===== src/ssr_pkg.sv =====
// package of constants and types for the shutter sequencer readout block
package ssr_pkg;
   // ----------------------------------------------------------------------
   // timing
   // ----------------------------------------------------------------------
   localparam int CLK_FREQ_HZ        = 10000000;
   localparam int HARD_RESET_WAIT_US = 10;
   localparam int HARD_RESET_WAIT_CYC =
      (HARD_RESET_WAIT_US * (CLK_FREQ_HZ / 1000000) > 0) ?
      HARD_RESET_WAIT_US * (CLK_FREQ_HZ / 1000000) : 1;
   localparam int MAX_RATE_10B_MBPS  = 620;
   localparam int MAX_RATE_8B_MBPS   = 496;
   // ----------------------------------------------------------------------
   // geometry and defaults
   // ----------------------------------------------------------------------
   localparam int ADC_BITS           = 10;
   localparam int ADC_CHANNELS       = 64;
   localparam int DATA_LANES         = 32;
   localparam int ROW_BITS           = 13;
   localparam int COL_BITS           = 13;
   localparam int CNT_BITS           = 16;
   localparam int STANDBY1_ADDR_LIM  = 40;
   localparam int SPI_ADDR_BITS      = 9;
   localparam logic [15:0] FTI_CYC_DEF = 16'h0004;
   localparam logic [15:0] RSI_CYC_DEF = 16'h0002;
   localparam logic [9:0]  CRC_SEED    = 10'h3FF;
   localparam logic [9:0]  CRC_POLY    = 10'h08D;
   // sync lane codes
   localparam logic [9:0]  SYNC_FS  = 10'h2AA;
   localparam logic [9:0]  SYNC_LS  = 10'h0AA;
   localparam logic [9:0]  SYNC_FE  = 10'h32A;
   localparam logic [9:0]  SYNC_LE  = 10'h12A;
   localparam logic [9:0]  SYNC_IMG = 10'h035;
   localparam logic [9:0]  SYNC_CRC = 10'h059;
   localparam logic [9:0]  SYNC_IDL = 10'h3A6;
   // ----------------------------------------------------------------------
   // modes and states
   // ----------------------------------------------------------------------
   typedef enum logic [2:0] {
      SSR_PIPE_MASTER = 3'b000,
      SSR_PIPE_SLAVE  = 3'b001,
      SSR_TRIG_MASTER = 3'b010,
      SSR_TRIG_SLAVE  = 3'b011,
      SSR_ROLLING     = 3'b100
   } ssr_mode_type;
   typedef enum logic [2:0] {
      SSR_PWR_STBY_INT = 3'b000,
      SSR_PWR_STBY1    = 3'b001,
      SSR_PWR_STBY2    = 3'b010,
      SSR_PWR_IDLE     = 3'b011,
      SSR_PWR_RUN      = 3'b100
   } ssr_pwr_type;
   typedef enum logic [2:0] {
      SSR_SQ_WAIT  = 3'b000,
      SSR_SQ_INTEG = 3'b001,
      SSR_SQ_FTI   = 3'b010,
      SSR_SQ_RSI   = 3'b011,
      SSR_SQ_LINE  = 3'b100,
      SSR_SQ_CRC   = 3'b101,
      SSR_SQ_FEND  = 3'b110
   } ssr_seq_type;
endpackage : ssr_pkg


===== src/ssr_top.sv =====
// sequencer, lane formatters, sync lane and power ladder of the readout
`timescale 1ns/1ps
module ssr_top
   import ssr_pkg::*;
#(
   parameter int LANES   = DATA_LANES,
   parameter int WBITS   = ADC_BITS,
   parameter int FIFO_DW = 2 * ADC_BITS
) (
   input  wire logic                         clk,
   input  wire logic                         rst_n,
   input  wire logic                         trig_pin,
   input  wire logic                         link_clk,
   input  wire logic [2*LANES*WBITS-1:0]     adc_data,
   input  wire logic                         adc_valid,
   output logic                              adc_ready,
   input  wire logic                         cfg_we,
   input  wire logic [SPI_ADDR_BITS-1:0]     cfg_addr,
   input  wire logic                         cfg_reserved_done,
   input  wire logic                         cfg_blocks_on,
   input  wire logic                         seq_enable,
   input  wire logic [2:0]                   mode_sel,
   input  wire logic                         bits8_mode,
   input  wire logic [1:0]                   gain_sel,
   input  wire logic                         subsample,
   input  wire logic [CNT_BITS-1:0]          integ_time,
   input  wire logic [ROW_BITS-1:0]          win_row_start,
   input  wire logic [ROW_BITS-1:0]          win_row_end,
   input  wire logic [COL_BITS-1:0]          win_col_start,
   input  wire logic [COL_BITS-1:0]          win_col_end,
   output logic [LANES*WBITS-1:0]            lane_word,
   output logic [WBITS-1:0]                  sync_word,
   output logic                              word_valid,
   input  wire logic                         word_ready,
   output logic                              fwd_clk,
   output logic                              cfg_write_ok,
   output logic [2:0]                        pwr_state,
   output logic                              pix_reset,
   output logic                              pix_sample,
   output logic [ROW_BITS-1:0]               read_row,
   output logic [ROW_BITS-1:0]               reset_row,
   output logic [1:0]                        gain_act,
   output logic                              subsample_act
);
   // ----------------------------------------------------------------------
   // input synchronisers
   // ----------------------------------------------------------------------
   logic [1:0] trig_sync_reg;
   logic [1:0] lclk_sync_reg;
   logic       trig_d_reg;
   logic       lclk_d_reg;
   // two sync flops per pin plus an edge flop; the first sync stage is never looked at
   always_ff @(posedge clk or negedge rst_n) begin
      if (!rst_n) begin
         trig_sync_reg <= 2'b00;
         lclk_sync_reg <= 2'b00;
         trig_d_reg    <= 1'b0;
         lclk_d_reg    <= 1'b0;
      end else begin
         trig_sync_reg <= {trig_sync_reg[0], trig_pin};
         lclk_sync_reg <= {lclk_sync_reg[0], link_clk};
         trig_d_reg    <= trig_sync_reg[1];
         lclk_d_reg    <= lclk_sync_reg[1];
      end
   end
   wire trig_lvl  = trig_sync_reg[1];
   wire trig_rise = trig_lvl & ~trig_d_reg;
   wire trig_fall = ~trig_lvl & trig_d_reg;
   wire word_tick = lclk_sync_reg[1] & ~lclk_d_reg; // one word per rising link edge

   // ----------------------------------------------------------------------
   // power ladder
   // ----------------------------------------------------------------------
   ssr_pwr_type pwr_reg;
   logic [CNT_BITS-1:0] hr_cnt_reg;
   // the wait after reset is the host's job; counted only to gate the ladder
   always_ff @(posedge clk or negedge rst_n) begin
      if (!rst_n) begin
         pwr_reg    <= SSR_PWR_STBY1;
         hr_cnt_reg <= '0;
      end else begin
         if (hr_cnt_reg != CNT_BITS'(HARD_RESET_WAIT_CYC))
            hr_cnt_reg <= hr_cnt_reg + 1'b1;
         unique case (pwr_reg)
            SSR_PWR_STBY1:
               if (cfg_we && hr_cnt_reg == CNT_BITS'(HARD_RESET_WAIT_CYC))
                  pwr_reg <= SSR_PWR_STBY_INT;
            SSR_PWR_STBY_INT:
               if (cfg_reserved_done) pwr_reg <= SSR_PWR_STBY2;
            SSR_PWR_STBY2:
               if (cfg_blocks_on) pwr_reg <= SSR_PWR_IDLE;
            SSR_PWR_IDLE:
               if (!cfg_blocks_on) pwr_reg <= SSR_PWR_STBY2;
               else if (seq_enable) pwr_reg <= SSR_PWR_RUN;
            SSR_PWR_RUN:
               if (!seq_enable) pwr_reg <= SSR_PWR_IDLE;
            default: pwr_reg <= SSR_PWR_STBY1;
         endcase
      end
   end
   wire running = (pwr_reg == SSR_PWR_RUN);

   // write permission per state
   always_ff @(posedge clk or negedge rst_n) begin
      if (!rst_n) cfg_write_ok <= 1'b0;
      else if (pwr_reg == SSR_PWR_STBY1)
         cfg_write_ok <= cfg_we && (cfg_addr < SPI_ADDR_BITS'(STANDBY1_ADDR_LIM));
      else
         cfg_write_ok <= cfg_we;
   end

   // ----------------------------------------------------------------------
   // frame sequencer
   // ----------------------------------------------------------------------
   ssr_seq_type seq_reg;
   ssr_mode_type mode_reg;
   logic [CNT_BITS-1:0] cnt_reg;
   logic [CNT_BITS-1:0] integ_reg;
   logic [COL_BITS-1:0] col_reg;
   logic                int_run_reg;  // pipelined integration of next frame
   logic [CNT_BITS-1:0] int_cnt_reg;
   logic                frame_ready_reg;
   logic                trig_pend_reg;
   wire [COL_BITS-1:0] col_step = subsample_act ? COL_BITS'(4) : COL_BITS'(2);
   wire last_col = (col_reg + col_step > win_col_end);
   wire last_row = (read_row + (subsample_act ? 2'd2 : 2'd1) > win_row_end);
   wire is_slave = (mode_reg == SSR_PIPE_SLAVE) || (mode_reg == SSR_TRIG_SLAVE);
   // push qualifiers sit here because the sequencer below already reads them
   wire  in_line  = (seq_reg == SSR_SQ_LINE);
   wire  fifo_push_ok;
   wire  fifo_push = running && word_tick && fifo_push_ok &&
                     (in_line || seq_reg == SSR_SQ_CRC || seq_reg == SSR_SQ_FEND) &&
                     (!in_line || adc_valid);

   // settings latched only in the wait and frame-end states so no frame mixes two settings
   always_ff @(posedge clk or negedge rst_n) begin
      if (!rst_n) begin
         gain_act      <= 2'b00;
         subsample_act <= 1'b0;
         mode_reg      <= SSR_PIPE_MASTER;
         integ_reg     <= '0;
      end else if (seq_reg == SSR_SQ_WAIT || seq_reg == SSR_SQ_FEND) begin
         gain_act      <= gain_sel;
         subsample_act <= subsample;
         mode_reg      <= ssr_mode_type'(mode_sel);
         integ_reg     <= integ_time;
      end
   end

   // main sequence: wait, transfer, per line setup, read and crc, frame end
   always_ff @(posedge clk or negedge rst_n) begin
      if (!rst_n) begin
         seq_reg    <= SSR_SQ_WAIT;
         cnt_reg    <= '0;
         col_reg    <= '0;
         read_row   <= '0;
         pix_sample <= 1'b0;
      end else if (!running) begin
         seq_reg    <= SSR_SQ_WAIT;
         pix_sample <= 1'b0;
      end else begin
         pix_sample <= 1'b0;
         unique case (seq_reg)
            SSR_SQ_WAIT: begin
               read_row <= win_row_start;
               if (mode_reg == SSR_ROLLING) seq_reg <= SSR_SQ_RSI;
               else if (frame_ready_reg) begin
                  seq_reg <= SSR_SQ_FTI;
                  cnt_reg <= '0;
               end
            end
            SSR_SQ_FTI: begin
               cnt_reg <= cnt_reg + 1'b1;
               if (cnt_reg == FTI_CYC_DEF - 1'b1) begin
                  pix_sample <= 1'b1;
                  seq_reg    <= SSR_SQ_RSI;
                  cnt_reg    <= '0;
               end
            end
            SSR_SQ_RSI: begin
               cnt_reg <= cnt_reg + 1'b1;
               col_reg <= win_col_start;
               if (cnt_reg == RSI_CYC_DEF - 1'b1) begin
                  seq_reg <= SSR_SQ_LINE;
                  cnt_reg <= '0;
               end
            end
            SSR_SQ_LINE:
               if (fifo_push) begin
                  col_reg <= col_reg + col_step;
                  if (last_col) seq_reg <= SSR_SQ_CRC;
               end
            SSR_SQ_CRC:
               if (fifo_push) begin
                  if (last_row) seq_reg <= SSR_SQ_FEND;
                  else begin
                     read_row <= read_row + (subsample_act ? 2'd2 : 2'd1);
                     seq_reg  <= SSR_SQ_RSI;
                  end
               end
            SSR_SQ_FEND:
               if (fifo_push) seq_reg <= SSR_SQ_WAIT;
            default: seq_reg <= SSR_SQ_WAIT;
         endcase
      end
   end

   // integration control, runs beside readout in pipelined modes
   always_ff @(posedge clk or negedge rst_n) begin
      if (!rst_n) begin
         pix_reset       <= 1'b1;
         int_run_reg     <= 1'b0;
         int_cnt_reg     <= '0;
         frame_ready_reg <= 1'b0;
         trig_pend_reg   <= 1'b0;
      end else if (!running) begin
         pix_reset       <= 1'b1;
         int_run_reg     <= 1'b0;
         frame_ready_reg <= 1'b0;
         trig_pend_reg   <= 1'b0;
      end else begin
         if (seq_reg == SSR_SQ_FTI) frame_ready_reg <= 1'b0;
         if (trig_rise) trig_pend_reg <= 1'b1;
         unique case (mode_reg)
            SSR_PIPE_MASTER, SSR_TRIG_MASTER:
               if (!int_run_reg && !frame_ready_reg &&
                   (mode_reg == SSR_PIPE_MASTER || trig_pend_reg)) begin
                  int_run_reg   <= 1'b1;
                  pix_reset     <= 1'b0;
                  int_cnt_reg   <= '0;
                  trig_pend_reg <= 1'b0;
               end else if (int_run_reg) begin
                  int_cnt_reg <= int_cnt_reg + 1'b1;
                  if (int_cnt_reg >= integ_reg) begin
                     int_run_reg     <= 1'b0;
                     pix_reset       <= 1'b1;
                     frame_ready_reg <= 1'b1;
                  end
               end
            SSR_PIPE_SLAVE, SSR_TRIG_SLAVE: begin
               if (trig_rise && !frame_ready_reg) begin
                  int_run_reg <= 1'b1;
                  pix_reset   <= 1'b0;
               end
               if (trig_fall && int_run_reg) begin
                  int_run_reg     <= 1'b0;
                  pix_reset       <= 1'b1;
                  frame_ready_reg <= 1'b1;
               end
            end
            default: pix_reset <= 1'b0; // rolling: rows reset by pointer
         endcase
      end
   end

   // rolling reset pointer leads the read pointer by the exposure in rows
   always_ff @(posedge clk or negedge rst_n) begin
      if (!rst_n) reset_row <= '0;
      else if (mode_reg == SSR_ROLLING)
         reset_row <= read_row + integ_reg[ROW_BITS-1:0];
      else reset_row <= '0;
   end

   // ----------------------------------------------------------------------
   // lane formatters: pair muxing and line crc
   // ----------------------------------------------------------------------
   logic [LANES*WBITS-1:0] fmt_word;
   logic [LANES*WBITS-1:0] crc_reg;
   logic                   phase_reg; // which converter of the pair goes next
   genvar g;
   generate
      for (g = 0; g < LANES; g++) begin : g_lane
         wire [WBITS-1:0] a0 = adc_data[(2*g)*WBITS +: WBITS];
         wire [WBITS-1:0] a1 = adc_data[(2*g+1)*WBITS +: WBITS];
         wire [WBITS-1:0] smp0 = phase_reg ? a1 : a0;
         // 8-bit mode drops the two lsbs and keeps the top bits
         wire [WBITS-1:0] smp = bits8_mode ? {2'b00, smp0[WBITS-1:2]} : smp0;
         wire [WBITS-1:0] c = crc_reg[g*WBITS +: WBITS];
         wire [WBITS-1:0] cx = c ^ smp;
         wire [WBITS-1:0] cnext = {cx[WBITS-2:0], 1'b0} ^ (cx[WBITS-1] ? CRC_POLY : '0);
         assign fmt_word[g*WBITS +: WBITS] = in_line ? smp : c;
         always_ff @(posedge clk or negedge rst_n) begin
            if (!rst_n) crc_reg[g*WBITS +: WBITS] <= CRC_SEED;
            else if (seq_reg == SSR_SQ_RSI) crc_reg[g*WBITS +: WBITS] <= CRC_SEED;
            else if (fifo_push && in_line) crc_reg[g*WBITS +: WBITS] <= cnext;
         end
      end
   endgenerate

   // converter pair phase; a pair word is consumed after its second half
   always_ff @(posedge clk or negedge rst_n) begin
      if (!rst_n) phase_reg <= 1'b0;
      else if (!in_line) phase_reg <= 1'b0;
      else if (fifo_push) phase_reg <= ~phase_reg;
   end
   always_ff @(posedge clk or negedge rst_n) begin
      if (!rst_n) adc_ready <= 1'b0;
      else adc_ready <= fifo_push && in_line && phase_reg;
   end

   // sync lane code for the current word
   logic [WBITS-1:0] sync_code;
   always_comb begin
      unique case (seq_reg)
         SSR_SQ_LINE: sync_code = (col_reg == win_col_start) ?
                                  ((read_row == win_row_start) ? SYNC_FS : SYNC_LS)
                                  : SYNC_IMG;
         SSR_SQ_CRC:  sync_code = last_row ? SYNC_FE : SYNC_LE;
         SSR_SQ_FEND: sync_code = SYNC_CRC;
         default:     sync_code = SYNC_IDL;
      endcase
   end

   // ----------------------------------------------------------------------
   // two-entry output buffer
   // ----------------------------------------------------------------------
   localparam int BW = LANES*WBITS + WBITS;
   logic [BW-1:0] buf_mem [2];
   logic [1:0]    buf_cnt_reg;
   logic          wr_ptr_reg;
   logic          rd_ptr_reg;
   assign fifo_push_ok = (buf_cnt_reg != 2'd2); // full stalls the sequencer
   wire pop = word_valid && word_ready;
   wire take = (buf_cnt_reg != 2'd0) && (!word_valid || pop);
   always_ff @(posedge clk or negedge rst_n) begin
      if (!rst_n) begin
         buf_cnt_reg <= 2'd0;
         wr_ptr_reg  <= 1'b0;
         rd_ptr_reg  <= 1'b0;
      end else begin
         if (fifo_push) wr_ptr_reg <= ~wr_ptr_reg;
         if (take) rd_ptr_reg <= ~rd_ptr_reg;
         buf_cnt_reg <= buf_cnt_reg + {1'b0, fifo_push} - {1'b0, take};
      end
   end
   always_ff @(posedge clk) begin
      if (fifo_push) buf_mem[wr_ptr_reg] <= {sync_code, fmt_word};
   end
   // output stage registered; held while the receiver stalls
   always_ff @(posedge clk or negedge rst_n) begin
      if (!rst_n) begin
         word_valid <= 1'b0;
         lane_word  <= '0;
         sync_word  <= SYNC_IDL;
      end else if (take) begin
         word_valid <= 1'b1;
         {sync_word, lane_word} <= buf_mem[rd_ptr_reg];
      end else if (pop) word_valid <= 1'b0;
   end
   // forwarded clock toggles with word timing so it stays aligned
   always_ff @(posedge clk or negedge rst_n) begin
      if (!rst_n) fwd_clk <= 1'b0;
      else if (word_tick) fwd_clk <= ~fwd_clk;
   end
   always_ff @(posedge clk or negedge rst_n) begin
      if (!rst_n) pwr_state <= 3'b001;
      else pwr_state <= pwr_reg;
   end

   // ----------------------------------------------------------------------
   // checks
   // ----------------------------------------------------------------------
   stby1_addr_a: assert property (@(posedge clk) disable iff (!rst_n)
      (pwr_reg == SSR_PWR_STBY1 && cfg_we && cfg_addr >= 9'd40) |=> !cfg_write_ok)
      else $error("write above limit accepted in first standby");
   gain_hold_a: assert property (@(posedge clk) disable iff (!rst_n)
      (seq_reg == SSR_SQ_LINE) |=> $stable(gain_act))
      else $error("gain changed inside a frame");
   fti_len_a: assert property (@(posedge clk) disable iff (!rst_n)
      (running && $rose(seq_reg == SSR_SQ_FTI)) |-> (seq_reg == SSR_SQ_FTI)[*4])
      else $error("frame transfer too short");
   slave_start_a: assert property (@(posedge clk) disable iff (!rst_n)
      (running && is_slave && trig_rise && !frame_ready_reg) |=> !pix_reset)
      else $error("slave trigger did not start integration");
   slave_stop_a: assert property (@(posedge clk) disable iff (!rst_n)
      (running && is_slave && trig_fall && int_run_reg) |=> frame_ready_reg)
      else $error("slave falling edge did not end integration");
   run_enter_a: assert property (@(posedge clk) disable iff (!rst_n)
      (pwr_reg == SSR_PWR_IDLE && cfg_blocks_on && seq_enable) |=> running)
      else $error("sequencer enable did not start capture");
   buf_full_a: assert property (@(posedge clk) disable iff (!rst_n)
      (buf_cnt_reg == 2'd2) |-> !fifo_push)
      else $error("push into full buffer");
   buf_hold_a: assert property (@(posedge clk) disable iff (!rst_n)
      (word_valid && !word_ready) |=> (word_valid && $stable(lane_word)))
      else $error("output word dropped under stall");
   frame_c: cover property (@(posedge clk) disable iff (!rst_n)
      seq_reg == SSR_SQ_FEND ##1 seq_reg == SSR_SQ_WAIT);
   stall_c: cover property (@(posedge clk) disable iff (!rst_n) buf_cnt_reg == 2'd2);
   slave_c: cover property (@(posedge clk) disable iff (!rst_n)
      running && is_slave && trig_fall);
endmodule : ssr_top


===== config.mk =====
export PLATFORM = sky130hd
export DESIGN_NAME = ssr_top
export DESIGN_NICKNAME = d
export VERILOG_FILES = /design/src/ssr_pkg.sv /design/src/ssr_top.sv
export SDC_FILE = /design/constraint.sdc
export NUM_CORES = 2
export LEC_CHECK = 0
export ABC_AREA = 0
export BUFFER_PORTS_ARGS = -buffer_cell sky130_fd_sc_hd__buf_2
export CAP_MARGIN = 40
export CORE_ASPECT_RATIO = 0.75
export CORE_MARGIN = 4
export CORE_UTILIZATION = 35
export DETAILED_ROUTE_END_ITERATION = 7
export GPL_TIMING_DRIVEN = 1
export PLACE_DENSITY_LB_ADDON = 0.05
export SYNTH_ARGS = -nofsm -noshare
export SYNTH_HDL_FRONTEND = slang
export SYNTH_SLANG_ARGS = --single-unit

===== constraint.sdc =====
create_clock -name clk -period 44.8 [get_ports clk]
set_input_delay 8.96 -clock clk [delete_from_list [all_inputs] [get_ports clk]]
set_output_delay 8.96 -clock clk [all_outputs]
set_load 0.03 [all_outputs]

==> run metrics <==
Pleak 35.9 nW; syn avg cell area 12.1 sq um; sequential share of power 38.7%; Worst Path Max Fanout 86; pins over their slew limit 0; full die area 0.214 sq mm; Worst Hold Path EP lclk_sync_reg[1]; # IOs 1102; Largest Register buf_mem; Netlist cell types 71; maximum vdd drop 0.0000267 V; First DRT Iteration DRCs approximately 3000; register-to-register setup slack 39.96 ns; H-Tree Depth 4; switching share of power between 30% and 40%; DIE HEIGHT 401 um; Final #Nets 7745; Via-to-Cell Ratio approximately 5.0; Tmin final about 13 ns; Syn Nets 6773; Worst R2R End read_row[0]; RSZ-0062 raised after global routing false; Avg WL per Cell approximately 23 um; mapped cell area 0.0722 sq mm; Startpoint Class primary input; Clk pwr share 30.7%; Max Buffers Root-to-Sink 4; status complete, no violations; Top FF cell, synth edfxtp_1; Tcrit/Tclk final 30.0%; Reg2Reg Depth 15; max-cap check violation count 0; total number of vias slightly below 50000; Synth async-reset ratio 54.5%; DP HPWL 157000 um; Port Buf Inserts 1098; relative slew slack a little under a quarter; Final Hold Vio Count 0; largest net degree at the start of global routing about 210; Syn Inst Count 5969; register clock-pin slew on the reported worst setup and hold paths 0.06 ns; initial antenna violation count 27; Warnings, synthesis 0; Pint roughly 2.7 mW; Num Clock Sinks 1445; register bit total from synthesis 1445; die width 533 um; WHS Path Cells 0; total grt overflow 0; Post-Route WL about 220000 um; layout cells sized above 1 33.8%; Power Dens Cells 50.0 mW/mm^2; number of filler cells placed in the layout 19600; worst-margin pin slew 1.15 ns; number of synthesized flops with an enable pin 658; Finished Core Util 41.7%; vias in the first global route about 49000; Worst setup EP type async pin; Setup TNS 0 ns; latest clock arrival within the worst-skew pair 0.79 ns; Synth area leader edfxtp_1; sequential fraction of the synthesis area around 55%; # rows 144; commonest non-fill, non-tap cell in the layout nand2_1; first drt pass iteration count 5; total CTS buffers 168; hold_sp lclk_sync_reg[0]; Area Growth Syn to Fin 18.7%; area occupied by registers 0.0399 sq mm; core box area roughly 0.21 sq mm; Setup CP Type primary input to async pin; Final Wtd Congestion 0.861; max reg flops around 660; Worst Path Arrival 14.29 ns; area of the multi-input gates about 0.030 sq mm; hold_buf cts 0; CTS tree built; Synth top area share 27.4%; GRT Overall Usage 20.3%; P_sw 1.57 mW; CP Data Required Time 45.63 ns; initial core utilization 35.2%; first-pass GRT wire length 330000 um; Setup Fix Bufs, Post-CTS 0; most frequent cells in the layout nand2_1, buf_2, edfxtp_1, xnor2_1, dfrtp_1; worst hold path class register to register; Fmax 0.0743 GHz; Comb pwr share 30.6%; Routed Antenna Nets 0; Worst Clk Skew approximately 0.050 ns; Final setup viols 0; CTS root buf clkbuf_16; DRC Markers 0; post-CTS resize count 0; top cells by area, synth edfxtp_1, dfrtp_1, dfstp_2; worst r2r src subsample_act
-- worst max-delay path, stage by stage --
cell and delay (ns):
buf_8 0.44, buf_4 0.28, buf_16 0.28, buf_4 0.60
buf_4 0.63, buf_4 0.66, buf_4 0.74, buf_4 0.74
buf_4 0.72
-- power groups by stage --
stage / clock, mW / combinational (mW) / sequential, mW
floorplan: 0 / 0.527 / 1.97
global placement: 0 / 1.31 / 1.69
detailed placement: 0 / 1.34 / 1.69
CTS: 1.37 / 1.34 / 1.66
global route: 1.42 / 1.42 / 1.68
finish: 1.32 / 1.31 / 1.66
-- per-stage QoR --
step           std cells  area (sq um)  setup slack, ns  hold slack (ns)  total power, mW
3_3_place_gp        9446         79900            29.74            0.333             3.00
5_1_grt             9776         85700            30.50            0.381             4.52
2_1_floorplan       5969         72200            19.85            0.331             2.50
4_1_cts             9773         85700            30.97            0.360             4.37
3_5_place_dp        9472         80500            30.10            0.336             3.03
6_report            9780         85700            31.34            0.359             4.29
-- cell usage after synthesis, types with 4 or more instances --
library cell  count
a21o_1            9
a21oi_1          43
a2bb2oi_1         7
a31oi_1           9
and2_1            8
and3_1           11
and4_1            5
buf_1            27
buf_2            54
buf_4            12
buf_6            49
clkbuf_1        251
dfrtp_1         458
dfstp_2         329
edfxtp_1        658
ha_1             67
inv_1            66
mux2_2           39
mux2i_1         404
mux4_2          256
nand2_1        1615
nand2b_1          7
nand3_1          44
nand4_1          19
nor2_1          141
nor2b_1          10
nor3_1           18
nor4_1           12
o211ai_1          5
o211ai_2        320
o21a_1            4
o21ai_0         429
o21bai_1          5
o31ai_1           6
o41ai_1           7
or3_1            14
xnor2_1         457
xor2_1           41
-- cell type report --
cell class / instances / share of cell area [%]
Inverter: 66 / 0.289
Sequential cell: 1445 / 46.5
Clock inverter: 63 / 0.575
Tap cell: 2701 / 3.94
Antenna cell: 7 / 0.0204
Clock buffer: 238 / 5.47
Multi-Input combinational cell: 4065 / 35.2
Timing Repair Buffer: 1195 / 7.94
-- layer usage --
| layer | wire (um) | global-route usage [%] | part of all wire, % | up-vias |
|---|---|---|---|---|
| met5 | 62 | 0 | 0.028 | - |
| li1 | - | - | - | 23100 |
| met1 | 99300 | 27.7 | 45 | 24000 |
| met4 | 8050 | 6.86 | 3.6 | 10 |
| met2 | 104000 | 32.7 | 47 | 1097 |
| met3 | 11200 | 3.76 | 5.0 | 300 |
-- worst max-delay path by stage --
stage | endpoint | from | slack (ns) | cells after the start
finish | lane_word[225] | rst_n | 31.34 | 9
global route | lane_word[223] | rst_n | 30.50 | 9
CTS | lane_word[223] | rst_n | 30.97 | 9
detailed placement | lane_word[250] | rst_n | 30.10 | 9
global placement | lane_word[250] | rst_n | 29.74 | 8
floorplan | buf_mem[0][0] | adc_valid | 19.85 | 3
-- logic make-up (layout without fill, tap and decap cells) --
kind of cell	Yosys count	in the layout	synth area share, %
AO/OA/AOI/OAI	878	878	9.79
XOR/XNOR	498	498	6.04
adder cells (fa/ha/maj)	70	70	1.24
buffers and inverters	459	1562	3.05
flip-flops	1445	1445	55.2
multiplexers	699	699	14.2
other	0	7	0
AND/OR/NAND/NOR	1920	1920	10.5
No activity file was read; power rests on OpenSTA's default activity.
